===== src/mbc_consts.svh =====
// named offsets, reset values, field positions and codes of the config registers
`ifndef MBC_CONSTS_SVH
`define MBC_CONSTS_SVH
`define MBC_IDX_CLOCK_DIVISOR 8'h01
`define MBC_IDX_MEMORY_CONTROL 8'h04
`define MBC_IDX_SHIFT 2
`define MBC_CLKDIV_RESET 8'h22
`define MBC_CLKDIV_WMASK 8'h6F
`define MBC_MEMCTL_RESET 8'h70
`define MBC_GLOBAL_MAP_ENABLE_BIT 7
`define MBC_BANK_MSB 6
`define MBC_BANK_LSB 4
`define MBC_TYPE_MSB 3
`define MBC_TYPE_LSB 0
`define MBC_ISA_CLOCK_DIVISOR_SEL_MSB 1
`define MBC_ISA_CLOCK_DIVISOR_SEL_LSB 0
`define MBC_BANK_RESERVED 3'h7
`define MBC_BANK_MAX_VALID 3'h5
`define MBC_ISA_CLOCK_DIVISOR_SEL_DIV4 2'h0
`define MBC_ISA_CLOCK_DIVISOR_SEL_DIV3 2'h1
`define MBC_ISA_CLOCK_DIVISOR_SEL_DIV2 2'h2
`define MBC_ISA_CLOCK_DIVISOR_SEL_RESERVED 2'h3
`define MBC_HTRANS_NONSEQ 2'h2
`define MBC_HSIZE_WORD 3'h2
`define MBC_DISP_SHIFT 17
`endif


===== src/mbc_pkg.sv =====
// types shared by the memory and bus configuration block
package mbc_pkg;
  typedef struct packed {
    logic globalMapEnable;
    logic [2:0] bankCount;
    logic [3:0] ramTypeSelect;
  } mbc_mem_ctl_t;
  typedef struct packed {
    logic [5:0] ramBankSelect;
    logic memoryChipSelect;
    logic flashCycle;
  } mbc_decode_t;
  typedef enum logic [0:0] {
    MBC_IDLE = 1'b0,
    MBC_DATA = 1'b1
  } mbc_bus_state_t;
endpackage


===== src/mbc_isa_clock_divider.sv =====
// isa bus clock divider from the processor clock
`timescale 1ns/1ns
`include "mbc_consts.svh"
module mbc_isa_clock_divider (
  input wire logic core_clk,
  input wire logic reset,
  input wire logic [1:0] isaClockDivisorSel,
  output logic isaClk
);
  logic [2:0] count;
  logic [2:0] divisor;
  logic [2:0] next_count;
  logic [2:0] next_divisor;
  logic next_isaClk;

  function automatic logic [2:0] divFor(input logic [1:0] sel);
    unique case (sel)
      `MBC_ISA_CLOCK_DIVISOR_SEL_DIV4: divFor = 3'h4;
      `MBC_ISA_CLOCK_DIVISOR_SEL_DIV3: divFor = 3'h3;
      `MBC_ISA_CLOCK_DIVISOR_SEL_DIV2: divFor = 3'h2;
      default: divFor = 3'h2;
    endcase
  endfunction

  // new divisor taken only at a period boundary
  always_comb begin
    next_divisor = divisor;
    next_count = count + 3'h1;
    if (count == divisor - 3'h1) begin
      next_count = 3'h0;
      next_divisor = divFor(isaClockDivisorSel);
    end
    next_isaClk = (next_count < (next_divisor >> 1));
  end

  always_ff @(posedge core_clk or posedge reset) begin
    if (reset) begin
      count <= 3'h0;
      divisor <= 3'h2;
      isaClk <= 1'b1;
    end else begin
      count <= next_count;
      divisor <= next_divisor;
      isaClk <= next_isaClk;
    end
  end
endmodule // mbc_isa_clock_divider


===== src/mbc_config_regs.sv =====
// memory control and isa clock divisor registers on ahb-lite with ram decode
//
// Decided for this implementation: the AHB-Lite interface to the registers.
`timescale 1ns/1ns
`include "mbc_consts.svh"
module mbc_config_regs #(
  parameter int ADDR_W = 27
) (
  input wire logic core_clk,
  input wire logic reset,
  input wire logic hsel,
  input wire logic [31:0] haddr,
  input wire logic [1:0] htrans,
  input wire logic hwrite,
  input wire logic [2:0] hsize,
  input wire logic [31:0] hwdata,
  input wire logic hready,
  output logic [31:0] hrdata,
  output logic hreadyout,
  output logic hresp,
  input wire logic memReq,
  input wire logic [ADDR_W-1:0] memAddr,
  output logic [5:0] ramBankSelect,
  output logic memoryChipSelect,
  output logic flashCycle,
  output logic globalMapEnable,
  output logic [3:0] ramTypeSelect,
  output logic [ADDR_W-1:0] displayBufferBase,
  output logic configValid,
  output logic [1:0] isaClockDivisorSel,
  output logic isaClk
);
  mbc_pkg::mbc_bus_state_t state;
  mbc_pkg::mbc_bus_state_t next_state;
  logic [7:0] clockDivisorBusControl;
  logic [7:0] next_clockDivisorBusControl;
  mbc_pkg::mbc_mem_ctl_t memoryControlOne;
  mbc_pkg::mbc_mem_ctl_t next_memoryControlOne;
  logic pendWrite;
  logic next_pendWrite;
  logic [7:0] pendIndex;
  logic [7:0] next_pendIndex;
  logic [31:0] next_hrdata;
  mbc_pkg::mbc_decode_t next_decode;
  logic [ADDR_W-1:0] next_displayBufferBase;
  logic next_configValid;
  logic [4:0] bankShift;
  logic [ADDR_W:0] ramTop;
  logic [ADDR_W:0] bankIndexWide;
  logic staticRam;
  logic addrPhase;

  // log2 of one sixteen-bit-wide bank in bytes, zero for reserved types
  function automatic logic [4:0] shiftFor(input logic [3:0] ramType);
    unique case (ramType)
      4'h1: shiftFor = 5'h12;
      4'h2: shiftFor = 5'h14;
      4'h4: shiftFor = 5'h12;
      4'h5: shiftFor = 5'h14;
      4'h7: shiftFor = 5'h14;
      4'h8: shiftFor = 5'h15;
      4'h9: shiftFor = 5'h17;
      4'hA: shiftFor = 5'h13;
      4'hB: shiftFor = 5'h15;
      4'hC: shiftFor = 5'h16;
      default: shiftFor = 5'h00;
    endcase
  endfunction

  function automatic logic isStatic(input logic [3:0] ramType);
    isStatic = (ramType == 4'h1) || (ramType == 4'h2) ||
      (ramType == 4'h4) || (ramType == 4'h5);
  endfunction

  function automatic logic [7:0] readValue(
    input logic [7:0] index,
    input logic [7:0] clkReg,
    input mbc_pkg::mbc_mem_ctl_t memReg
  );
    if (index == `MBC_IDX_CLOCK_DIVISOR) begin
      readValue = clkReg;
    end else if (index == `MBC_IDX_MEMORY_CONTROL) begin
      readValue = memReg;
    end else begin
      readValue = 8'h00;
    end
  endfunction

  assign addrPhase = hsel && hready && (htrans == `MBC_HTRANS_NONSEQ);

  // bus slave and register file
  always_comb begin
    next_state = state;
    next_pendWrite = 1'b0;
    next_pendIndex = pendIndex;
    next_hrdata = hrdata;
    next_clockDivisorBusControl = clockDivisorBusControl;
    next_memoryControlOne = memoryControlOne;
    if (state == mbc_pkg::MBC_DATA && pendWrite) begin
      if (pendIndex == `MBC_IDX_CLOCK_DIVISOR) begin
        next_clockDivisorBusControl = hwdata[7:0] & `MBC_CLKDIV_WMASK;
      end else if (pendIndex == `MBC_IDX_MEMORY_CONTROL) begin
        next_memoryControlOne = hwdata[7:0];
      end
    end
    if (addrPhase) begin
      next_state = mbc_pkg::MBC_DATA;
      next_pendIndex = (haddr[1:0] == 2'h0 && hsize == `MBC_HSIZE_WORD &&
        haddr[31:10] == 22'h000000) ? haddr[9:`MBC_IDX_SHIFT] : 8'hFF;
      next_pendWrite = hwrite;
      next_hrdata = {24'h000000, readValue(next_pendIndex,
        next_clockDivisorBusControl, next_memoryControlOne)};
    end else if (hready) begin
      next_state = mbc_pkg::MBC_IDLE;
    end
  end

  always_ff @(posedge core_clk or posedge reset) begin
    if (reset) begin
      state <= mbc_pkg::MBC_IDLE;
      pendWrite <= 1'b0;
      pendIndex <= 8'hFF;
      hrdata <= 32'h00000000;
      hreadyout <= 1'b0;
      hresp <= 1'b0;
      clockDivisorBusControl <= `MBC_CLKDIV_RESET;
      memoryControlOne <= `MBC_MEMCTL_RESET;
    end else begin
      state <= next_state;
      pendWrite <= next_pendWrite;
      pendIndex <= next_pendIndex;
      hrdata <= next_hrdata;
      hreadyout <= 1'b1;
      hresp <= 1'b0;
      clockDivisorBusControl <= next_clockDivisorBusControl;
      memoryControlOne <= next_memoryControlOne;
    end
  end

  // ram geometry from the stored configuration
  always_comb begin
    bankShift = shiftFor(memoryControlOne.ramTypeSelect);
    staticRam = isStatic(memoryControlOne.ramTypeSelect);
    ramTop = ({{ADDR_W{1'b0}}, 1'b0} + (ADDR_W + 1)'(memoryControlOne.bankCount) +
      (ADDR_W + 1)'(1)) << bankShift;
    bankIndexWide = {1'b0, memAddr} >> bankShift;
    next_configValid = (bankShift != 5'h00) &&
      (memoryControlOne.bankCount <= `MBC_BANK_MAX_VALID);
  end

  // address decode and display buffer placement
  always_comb begin
    next_decode = '0;
    next_displayBufferBase = '0;
    if (next_configValid) begin
      next_displayBufferBase = ADDR_W'(ramTop -
        ((ADDR_W + 1)'(1) << `MBC_DISP_SHIFT));
      if (memReq) begin
        if ({1'b0, memAddr} < ramTop) begin
          next_decode.ramBankSelect = 6'h01 << bankIndexWide[2:0];
        end else if (staticRam) begin
          next_decode.memoryChipSelect = 1'b1;
          next_decode.flashCycle = 1'b1;
        end
      end
    end
  end

  always_ff @(posedge core_clk or posedge reset) begin
    if (reset) begin
      displayBufferBase <= '0;
      configValid <= 1'b0;
      ramBankSelect <= 6'h00;
      memoryChipSelect <= 1'b0;
      flashCycle <= 1'b0;
      globalMapEnable <= 1'b0;
      ramTypeSelect <= 4'h0;
      isaClockDivisorSel <= `MBC_ISA_CLOCK_DIVISOR_SEL_DIV2;
    end else begin
      displayBufferBase <= next_displayBufferBase;
      configValid <= next_configValid;
      ramBankSelect <= next_decode.ramBankSelect;
      memoryChipSelect <= next_decode.memoryChipSelect;
      flashCycle <= next_decode.flashCycle;
      globalMapEnable <= memoryControlOne.globalMapEnable;
      ramTypeSelect <= memoryControlOne.ramTypeSelect;
      isaClockDivisorSel <= clockDivisorBusControl[`MBC_ISA_CLOCK_DIVISOR_SEL_MSB:`MBC_ISA_CLOCK_DIVISOR_SEL_LSB];
    end
  end

  mbc_isa_clock_divider isaDivider (
    .core_clk(core_clk),
    .reset(reset),
    .isaClockDivisorSel(clockDivisorBusControl[`MBC_ISA_CLOCK_DIVISOR_SEL_MSB:`MBC_ISA_CLOCK_DIVISOR_SEL_LSB]),
    .isaClk(isaClk)
  );
endmodule // mbc_config_regs


===== config.mk =====
export PLATFORM = sky130hd
export DESIGN_NAME = mbc_config_regs
export DESIGN_NICKNAME = d
export VERILOG_FILES = /design/src/mbc_pkg.sv /design/src/mbc_isa_clock_divider.sv /design/src/mbc_config_regs.sv
export VERILOG_INCLUDE_DIRS = /design/src
export SDC_FILE = /design/constraint.sdc
export NUM_CORES = 1
export LEC_CHECK = 0
export ABC_AREA = 0
export BUFFER_PORTS_ARGS = -buffer_cell sky130_fd_sc_hd__buf_2
export CORE_MARGIN = 5
export CORE_UTILIZATION = 51
export CTS_BUF_LIST = sky130_fd_sc_hd__clkbuf_8
export DETAILED_ROUTE_END_ITERATION = 10
export PLACE_DENSITY = 0.88
export SLEW_MARGIN = 20
export SYNTH_ARGS = -nofsm -noshare
export SYNTH_HDL_FRONTEND = slang
export SYNTH_SLANG_ARGS = --single-unit

===== constraint.sdc =====
create_clock -name core_clk -period 6.1 [get_ports core_clk]
set_clock_uncertainty 0.15 [all_clocks]
set_input_delay 0.305 -clock core_clk [delete_from_list [all_inputs] [get_ports core_clk]]
set_output_delay 0.305 -clock core_clk [all_outputs]
set_load 0.05 [all_outputs]

==> results of run 1 <==
-- logic make-up after synthesis --
kind of cell | Yosys count | synth area share [%]
compound gates | 135 | 20.0
xor+xnor | 6 | 1.00
fa+ha+maj | 31 | 7.38
buf+inv | 74 | 8.73
flops | 79 | 38.0
mux | 33 | 6.90
other cells | 2 | 0.143
simple gates | 175 | 17.8
-- per-layer routing --
layer / share of wire [%] / wire length (µm) / up-vias / global-route usage, %
li1: - / - / 2154 / -
met1: 42 / 5890 / 2182 / 29.6
met3: 8.3 / 1160 / 27 / 4.78
met2: 47 / 6570 / 236 / 35.6
met4: 2.7 / 384 / 0 / 8.68
met5: 0 / 0 / - / 0
-- registers in the layout (all words and copies together) (netlist names), 2 cells and up --
name,cells
isaDivider.count,3
isaClockDivisorSel,2
ramBankSelect,6
clockDivisorBusControl,8
memoryControlOne,8
isaDivider.divisor,3
hrdata,8
pendIndex,8
displayBufferBase,22
ramTypeSelect,4
-- path summary, 6_finish.rpt --
| path | endpoint | slack, ns | cells past startpoint |
|---|---|---|---|
| worst max-delay path | ramBankSelect[5]$_DFF_PP0_ | 1.12 | 12 |
| worst min-delay path | pendIndex[1]$_DFFE_PP1P_ | 0.02 | 2 |
| worst max register to register | ramBankSelect[5]$_DFF_PP0_ | 1.12 | 12 |
| worst min register to register | isaClockDivisorSel[1]$_DFF_PP1_ | 0.25 | 0 |
| max in group asynchronous | ramTypeSelect[2]$_DFF_PP0_ | 5.13 | 3 |
| min in group asynchronous | ramBankSelect[1]$_DFF_PP0_ | 0.08 | 3 |
-- through the flow --
stage	setup WS [ns]	power (mW)	cells	instance area (µm²)	utilization (%)
3_3_place_gp	1.40	1.25	775	5810	57.0
4_1_cts	1.21	1.69	793	6040	59.3
2_1_floorplan	2.09	1.14	568	5380	-
6_report	1.12	1.68	793	6040	59.3
3_5_place_dp	1.22	1.27	775	5810	57.0
5_1_grt	0.816	1.77	793	6040	59.3
-- cells in the final DEF (no fill, tap or decap), types with 4 or more instances in the layout --
master	instances
nor3_1	9
o21a_1	6
ha_1	31
dfstp_2	16
xor2_1	4
inv_1	15
a22oi_1	4
nand2b_1	21
nor2_1	25
nand4b_1	4
or4_1	5
o21ai_0	7
or3_1	7
o22a_1	7
mux2_2	14
mux2i_1	15
o21ai_1	6
o211ai_1	12
and3_1	5
clkbuf_8	9
and2_1	5
nand2_1	44
a31oi_1	12
a21oi_1	21
nor2b_1	4
conb_1	35
o211a_1	6
buf_2	125
a211oi_1	12
nor4_1	6
nand4_1	6
dfrtp_1	63
nand3_1	18
-- cell type report --
class	count	area, µm²
clock inverter	7	88.8
timing repair buffer	130	668
inverter	17	65.1
multi-input combinational	415	2930
clock buffer	9	124
tap	136	170
sequential	79	2000
fill	899	4150
-- power by group --
part / switching [mW] / internal (mW) / total, mW
sequential: 0.0376 / 0.595 / 0.633
combinational: 0.433 / 0.198 / 0.632
clock: 0.221 / 0.198 / 0.419
total: 0.692 / 0.991 / 1.68
==> summary.txt, run 1 <==
Status -> finished, final reports clean
Area delta synth->final -> 14.9%
Least-Margin Pin Slew -> 1.06 ns
Ant diodes -> 0
Post-CTS Setup Inserts -> 0
Root Driver -> clkbuf_8
Synthesized area -> 5260 µm²
Post-synth top area share -> 30.0%
Leak pwr -> 2.80 nW
RSZ-0062 raised after global routing -> no
Initial antenna violation count -> 0
Chip width -> 112 µm
Ys async rst share -> 100%
Seq cells post-synth -> 79
Num CTS Buffers -> 9
Vias in the first global route -> 4474
Core Rows -> 37
DRC Markers -> 0
Setup crit start kind -> flop
Initial core utilization -> 51.6%
Die H -> 112 µm
CP bufs+invs -> 0
Port-buffer cells -> 125
Setup TNS -> 0 ns
Total number of vias -> 4599
Crit path from -> memoryControlOne[2]$_DFF_PP0_
IO Count -> 180
HPWL Detailed -> 10800 µm
Cell taking the most area after synthesis -> dfrtp_1
Final WL -> 14000 µm
Gate Count Post-Synth -> 535
Slowest stage cell, crit path -> dfrtp_1
CP max FO -> 33
Number of max-cap violations -> 0
H-tree depth -> 3
Sequential area share after synthesis -> 38.0%
Power per cell area -> 279 nW/µm²
Hold Crit Class -> in2reg
Largest net degree at the start of global routing -> 80
Critical Path AT -> 5.08 ns
Worst path required time -> 6.20 ns
Slew headroom -> 29.4%
Avg Cell Area, Syn -> 9.83 µm²
GP Congestion -> 0.900
Hold_buf cts -> 2
Delay-heaviest family, CP -> compound AO/OA/AOI/OAI gates
Top cells by area, synth -> dfrtp_1 (30%), dfstp_2 (8.0%), ha_1 (7.4%)
Post-synth cell types -> 84
Endpoint class of the critical path -> flop
Initial DRT Pass Iterations -> 4
Clock latency at the later pin of the worst-skew pair -> 0.36 ns
Final setup viols -> 0
Synth cell count leaders -> dfrtp_1 (63), nand2_1 (44), buf_4 (36), ha_1 (31), nor2_1 (25)
Final Max Slew Viols -> 0
Total gr overflow -> 0
CTS tree -> built
Core footprint -> 10200 µm²
Critical path class -> reg2reg
Worst vdd ir -> 173 µV
Die area -> 12400 µm²
YS warnings -> 0
Layout cell share with drive strength beyond 1 -> 29.8%
EDFF count, synth -> 0
Fin crit period -> 4.98 ns
Via density per instance -> 5.80
Nets -> 785
Post-CTS sizing -> 0
Most common cell in the netlist -> dfrtp_1
Clock sink total -> 79
Routed len/inst -> 17.7 µm
Clk slew on worst S/H paths -> 0.10 ns
Max Freq -> 201 MHz
Hold Vio Cnt, Final -> 0
Total GRT Usage -> 22.2%
Period utilization -> 81.6%
DRT iter0 DRCs -> 372
Critical Path, Cell by Cell -> mux2i_1 > o211a_1 > o21ai_1 > a21boi_1 > nand2_1 > ha_1 > nand3_1 > or4_1 > a211oi_1 > a2111oi_2 > nand4_2 > nor4bb_1
Synth Flop Type -> dfrtp_1
First-pass GRT wire length -> 22600 µm
Reg2reg start -> memoryControlOne[2]$_DFF_PP0_
Final hold slack -> 0.0227 ns
CTS max path bufs -> 2
Critical Path Max Stage Delay -> 1.05 ns
Final ANT Viol Nets -> 0
Hold path start -> haddr[3]
Note: power is estimated with default switching activity, not from simulation.
==> run 2: changes to the inputs <==
==> constraint.sdc (replaced) <==
create_clock -name core_clk -period 4.9 [get_ports core_clk]
set_clock_uncertainty 0.15 [all_clocks]
set_input_delay 0.245 -clock core_clk [delete_from_list [all_inputs] [get_ports core_clk]]
set_output_delay 0.245 -clock core_clk [all_outputs]
set_load 0.05 [all_outputs]
==> summary.txt, run 2 (synthesis results as in run 1) <==
Clk slew on worst S/H paths -> 0.10 ns
Core Rows -> 37
Delay-heaviest family, CP -> simple AND/OR/NAND/NOR gates
Power per cell area -> 341 nW/µm²
Die area -> 12400 µm²
Final Cell Area -> 6210 µm²
Critical Path, Cell by Cell -> inv_1 > ha_2 > mux2_4 > o21ai_4 > o21a_1 > or3_1 > ha_1 > or3_1 > a221oi_1 > a211oi_1 > a2111oi_2 > nand4_2 > nor4bb_1
Port-buffer cells -> 125
Max Freq -> 218 MHz
Die H -> 112 µm
Initial antenna violation count -> 0
Layout cell share with drive strength beyond 1 -> 30.3%
Setup crit start kind -> flop
CP bufs+invs -> 1
Slew headroom -> 37.0%
Num CTS Buffers -> 9
Leak pwr -> 2.88 nW
CP max FO -> 13
Worst path required time -> 4.99 ns
Final Core Density -> 61.0%
Slowest stage cell, crit path -> ha_2
Worst vdd ir -> 192 µV
Top cell by count, worst path -> or3_1
Vias in the first global route -> 4864
GP Congestion -> 0.983
Critical Path AT -> 4.69 ns
Nets -> 804
Number of max-cap violations -> 0
Routed len/inst -> 17.9 µm
Hold Vio Cnt, Final -> 0
DRT iter0 DRCs -> 342
Largest net degree at the start of global routing -> 80
Critical Path Max Stage Delay -> 0.51 ns
Hold Crit Class -> in2reg
DRC Markers -> 0
Period utilization -> 93.8%
Final Max Slew Viols -> 0
Setup TNS -> 0 ns
Post-CTS Setup Inserts -> 0
RSZ-0062 raised after global routing -> no
Core footprint -> 10200 µm²
Final WL -> 14500 µm
Max reg flops -> 22
Total number of vias -> 4760
Ant diodes -> 0
Via density per instance -> 5.86
Initial core utilization -> 51.6%
H-tree depth -> 3
HPWL Detailed -> 11100 µm
Clock sink total -> 79
Area delta synth->final -> 18.1%
Most frequent cells in the layout -> buf_2 (125), dfrtp_1 (63), nand2_1 (44), conb_1 (35), ha_1 (30)
Total GRT Usage -> 23.3%
Total gr overflow -> 0
Chip width -> 112 µm
Leading cell type in the layout, fill and taps excluded -> buf_2
Least-Margin Pin Slew -> 0.945 ns
Status -> finished, final reports clean
CTS max path bufs -> 2
Biggest register -> displayBufferBase
Final setup viols -> 0
Pwr Total -> 2.12 mW
IO Count -> 180
First-pass GRT wire length -> 23900 µm
Fin crit period -> 4.60 ns
Final ANT Viol Nets -> 0
Post-DP Area -> 5870 µm²
Critical path class -> reg2reg
Clock latency at the later pin of the worst-skew pair -> 0.35 ns
Root Driver -> clkbuf_8
CTS tree -> built
Endpoint class of the critical path -> flop
Initial DRT Pass Iterations -> 6
Final hold slack -> 0.0116 ns
-- run 2: changes by cell type in the layout (fill, tap and decap cells not counted) --
cell,previous run,this run
buf_4,3,11
dlygate4sd3_1,2,13
ha_1,31,30
ha_2,0,1
-- run 2: metal layers --
metal | up-vias | part of all wire, % | GRT usage (%)
li1 | 2190 | - | -
met1 | 2274 | 40 | 29.3
met2 | 255 | 48 | 39.0
met3 | 41 | 9.0 | 5.00
met4 | 0 | 3.2 | 10.1
met5 | - | 0 | 0
-- run 2: repair_timing --
action	in CTS	in global routing
gates resized for setup	0	1
endpoints found under the hold margin	14	0
hold buffers	13	0
setup endpoints to repair	0	1
-- run 2: report_power, final --
part / internal [mW] / leakage, nW / switching, mW
registers: 0.741 / 0.958 / 0.0449
clock network: 0.246 / 0.104 / 0.271
logic: 0.262 / 1.82 / 0.554
-- run 2: layout make-up --
| cell class | count | area [µm²] |
|---|---|---|
| Tap cell | 136 | 170 |
| Multi-Input combinational cell | 415 | 2930 |
| Fill cell | 867 | 3970 |
| Inverter | 17 | 65.1 |
| Timing Repair Buffer | 149 | 838 |
| Clock buffer | 9 | 124 |
| Sequential cell | 79 | 2000 |
| Clock inverter | 7 | 88.8 |
-- run 2: through the flow --
step	setup slack (ns)	std cells
after floorplan	0.886	568
after global placement	0.491	783
after detailed placement	0.253	783
after CTS	0.230	812
after global routing	0.139	812
final	0.303	812
-- run 2: final timing paths --
kind                            cells after the start  slack (ns)                              end                           from
worst min register to register                      0        0.24        globalMapEnable$_DFF_PP0_  memoryControlOne[7]$_DFF_PP0_
worst max register to register                     13        0.30       ramBankSelect[5]$_DFF_PP0_  memoryControlOne[0]$_DFF_PP0_
max in group asynchronous                           3        3.97       ramTypeSelect[1]$_DFF_PP0_                          reset
worst min-delay path                                2        0.01    memoryControlOne[4]$_DFF_PP1_                      hwdata[4]
min in group asynchronous                           3        0.02  displayBufferBase[10]$_DFF_PP0_                          reset
worst max-delay path                               13        0.30       ramBankSelect[5]$_DFF_PP0_  memoryControlOne[0]$_DFF_PP0_
==> run 3: changes to the inputs <==
--- a/config.mk
+++ b/config.mk
@@ -8,7 +8,7 @@
 export LEC_CHECK = 0
 export ABC_AREA = 0
 export BUFFER_PORTS_ARGS = -buffer_cell sky130_fd_sc_hd__buf_2
-export CORE_MARGIN = 5
+export CORE_MARGIN = 8
 export CORE_UTILIZATION = 51
 export CTS_BUF_LIST = sky130_fd_sc_hd__clkbuf_8
 export DETAILED_ROUTE_END_ITERATION = 10
==> summary.txt, run 3 (synthesis results as in run 1) <==
Final Cell Area -> 6230 µm²
Chip width -> 118 µm
Worst vdd ir -> 197 µV
Port-buffer cells -> 125
Total gr overflow -> 0
Post-DP Area -> 5880 µm²
Register share of total power -> 38.4%
Period utilization -> 91.4%
Delay-heaviest family, CP -> simple AND/OR/NAND/NOR gates
Critical Path, Cell by Cell -> inv_1 > ha_2 > or3b_1 > o32a_1 > o21a_1 > or3_1 > ha_1 > or3_1 > a221oi_1 > a211oi_1 > a2111oi_2 > nand4_2 > nor4bb_1
Fin crit period -> 4.48 ns
HPWL Detailed -> 11600 µm
Clock latency at the later pin of the worst-skew pair -> 0.36 ns
Setup crit start kind -> flop
Hold Crit Class -> in2reg
Final hold slack -> 0.0203 ns
R2R depth -> 13
Slew headroom -> 37.2%
Leading cell type in the layout, fill and taps excluded -> buf_2
Final Core Density -> 61.2%
Largest net degree at the start of global routing -> 80
Final Max Slew Viols -> 0
Number of max-cap violations -> 0
Ant diodes -> 0
First-pass GRT wire length -> 25300 µm
Die H -> 118 µm
Status -> finished, final reports clean
Hold Path End -> clockDivisorBusControl[1]$_DFF_PP1_
Total number of vias -> 4788
Area delta synth->final -> 18.6%
Final setup margin -> 0.420 ns
CTS max path bufs -> 2
Via density per instance -> 5.85
Net Sw Power -> 846 µW
Num CTS Buffers -> 9
Worst path required time -> 5.01 ns
Final ANT Viol Nets -> 0
DRC Markers -> 0
Top cell by count, worst path -> or3_1
RSZ-0062 raised after global routing -> no
Critical Path Max Stage Delay -> 0.51 ns
Total GRT Usage -> 21.9%
Critical Path AT -> 4.59 ns
Nets -> 810
Reg2reg start -> memoryControlOne[0]$_DFF_PP0_
Hold path cells -> 2
Layout cell share with drive strength beyond 1 -> 30.4%
Initial DRT Pass Iterations -> 7
Worst R2R End -> ramBankSelect[5]$_DFF_PP0_
Power per cell area -> 329 nW/µm²
Max reg flops -> 22
Die area -> 13800 µm²
Sw frac -> 41.3%
Initial core utilization -> 51.6%
Biggest register -> displayBufferBase
Most frequent cells in the layout -> buf_2 (125), dfrtp_1 (63), nand2_1 (44), conb_1 (35), ha_1 (30)
Final setup viols -> 0
IO Count -> 180
Worst slack, placed -> 0.354 ns
Routed len/inst -> 18.7 µm
Hold Vio Cnt, Final -> 0
Core footprint -> 10200 µm²
H-tree depth -> 3
Vias in the first global route -> 5050
Clk pwr share -> 21.8%
CTS tree -> built
Final WL -> 15300 µm
Clk slew on worst S/H paths -> 0.08 ns
CP bufs+invs -> 1
Root Driver -> clkbuf_8
Least-Margin Pin Slew -> 0.942 ns
GP Congestion -> 0.944
Endpoint class of the critical path -> flop
R2R setup slack -> 0.42 ns
Critical path class -> reg2reg
Initial antenna violation count -> 0
Setup TNS -> 0 ns
Combinational Power Share -> 39.8%
Leak pwr -> 2.90 nW
Hold path start -> hwdata[1]
Core Rows -> 37
Pint -> 1.20 mW
DRT iter0 DRCs -> 439
CP max FO -> 12
Slowest stage cell, crit path -> a2111oi_2
Max Freq -> 223 MHz
Clock sink total -> 79
[run 3: stage by stage]
step	cells	power, mW
2_1_floorplan	568	1.41
3_3_place_gp	785	1.56
3_5_place_dp	785	1.59
4_1_cts	818	2.05
5_1_grt	818	2.16
6_report	818	2.05
[run 3: how the worst max path moves through the flow]
stage / start / end / slack, ns / cells after the start
CTS: memoryControlOne[0]$_DFF_PP0_ / ramBankSelect[5]$_DFF_PP0_ / 0.33 / 13
global placement: memoryControlOne[0]$_DFF_PP0_ / ramBankSelect[5]$_DFF_PP0_ / 0.53 / 13
floorplan: memoryControlOne[0]$_DFF_PP0_ / ramBankSelect[5]$_DFF_PP0_ / 0.89 / 14
finish: memoryControlOne[0]$_DFF_PP0_ / ramBankSelect[5]$_DFF_PP0_ / 0.42 / 13
detailed placement: memoryControlOne[0]$_DFF_PP0_ / ramBankSelect[5]$_DFF_PP0_ / 0.35 / 13
global route: memoryControlOne[0]$_DFF_PP0_ / ramBankSelect[5]$_DFF_PP0_ / 0.14 / 13
[run 3: area by class of cell]
type / instances / area (µm²)
repair buffers: 155 / 893
inverters: 17 / 63.8
well taps: 136 / 170
fillers: 871 / 3950
clock buffers: 10 / 138
multi-input cells: 415 / 2930
clock inverters: 6 / 43.8
flip-flops and latches: 79 / 2000
[run 3: what timing repair did]
action | 4_1_cts | 5_1_grt
resized for setup | 0 | 1
hold buffers | 17 | 0
buffers inserted | 0 | 0
setup endpoints to repair | 0 | 1
endpoints found under the hold margin | 20 | 0
[run 3: per-layer routing]
| metal | track usage (%) | routed length, µm |
|---|---|---|
| met1 | 25.6 | 6080 |
| met2 | 36.4 | 7370 |
| met3 | 6.19 | 1330 |
| met4 | 10.6 | 546 |
| met5 | 0 | 0 |
[run 3: power by group through the flow]
| stage | registers, mW | clock network [mW] | logic, mW |
|---|---|---|---|
| 3_3_place_gp | 0.794 | 0 | 0.765 |
| 5_1_grt | 0.794 | 0.479 | 0.883 |
| 6_report | 0.787 | 0.448 | 0.816 |
| 2_1_floorplan | 0.944 | 0 | 0.470 |
| 4_1_cts | 0.787 | 0.457 | 0.809 |
| 3_5_place_dp | 0.797 | 0 | 0.796 |
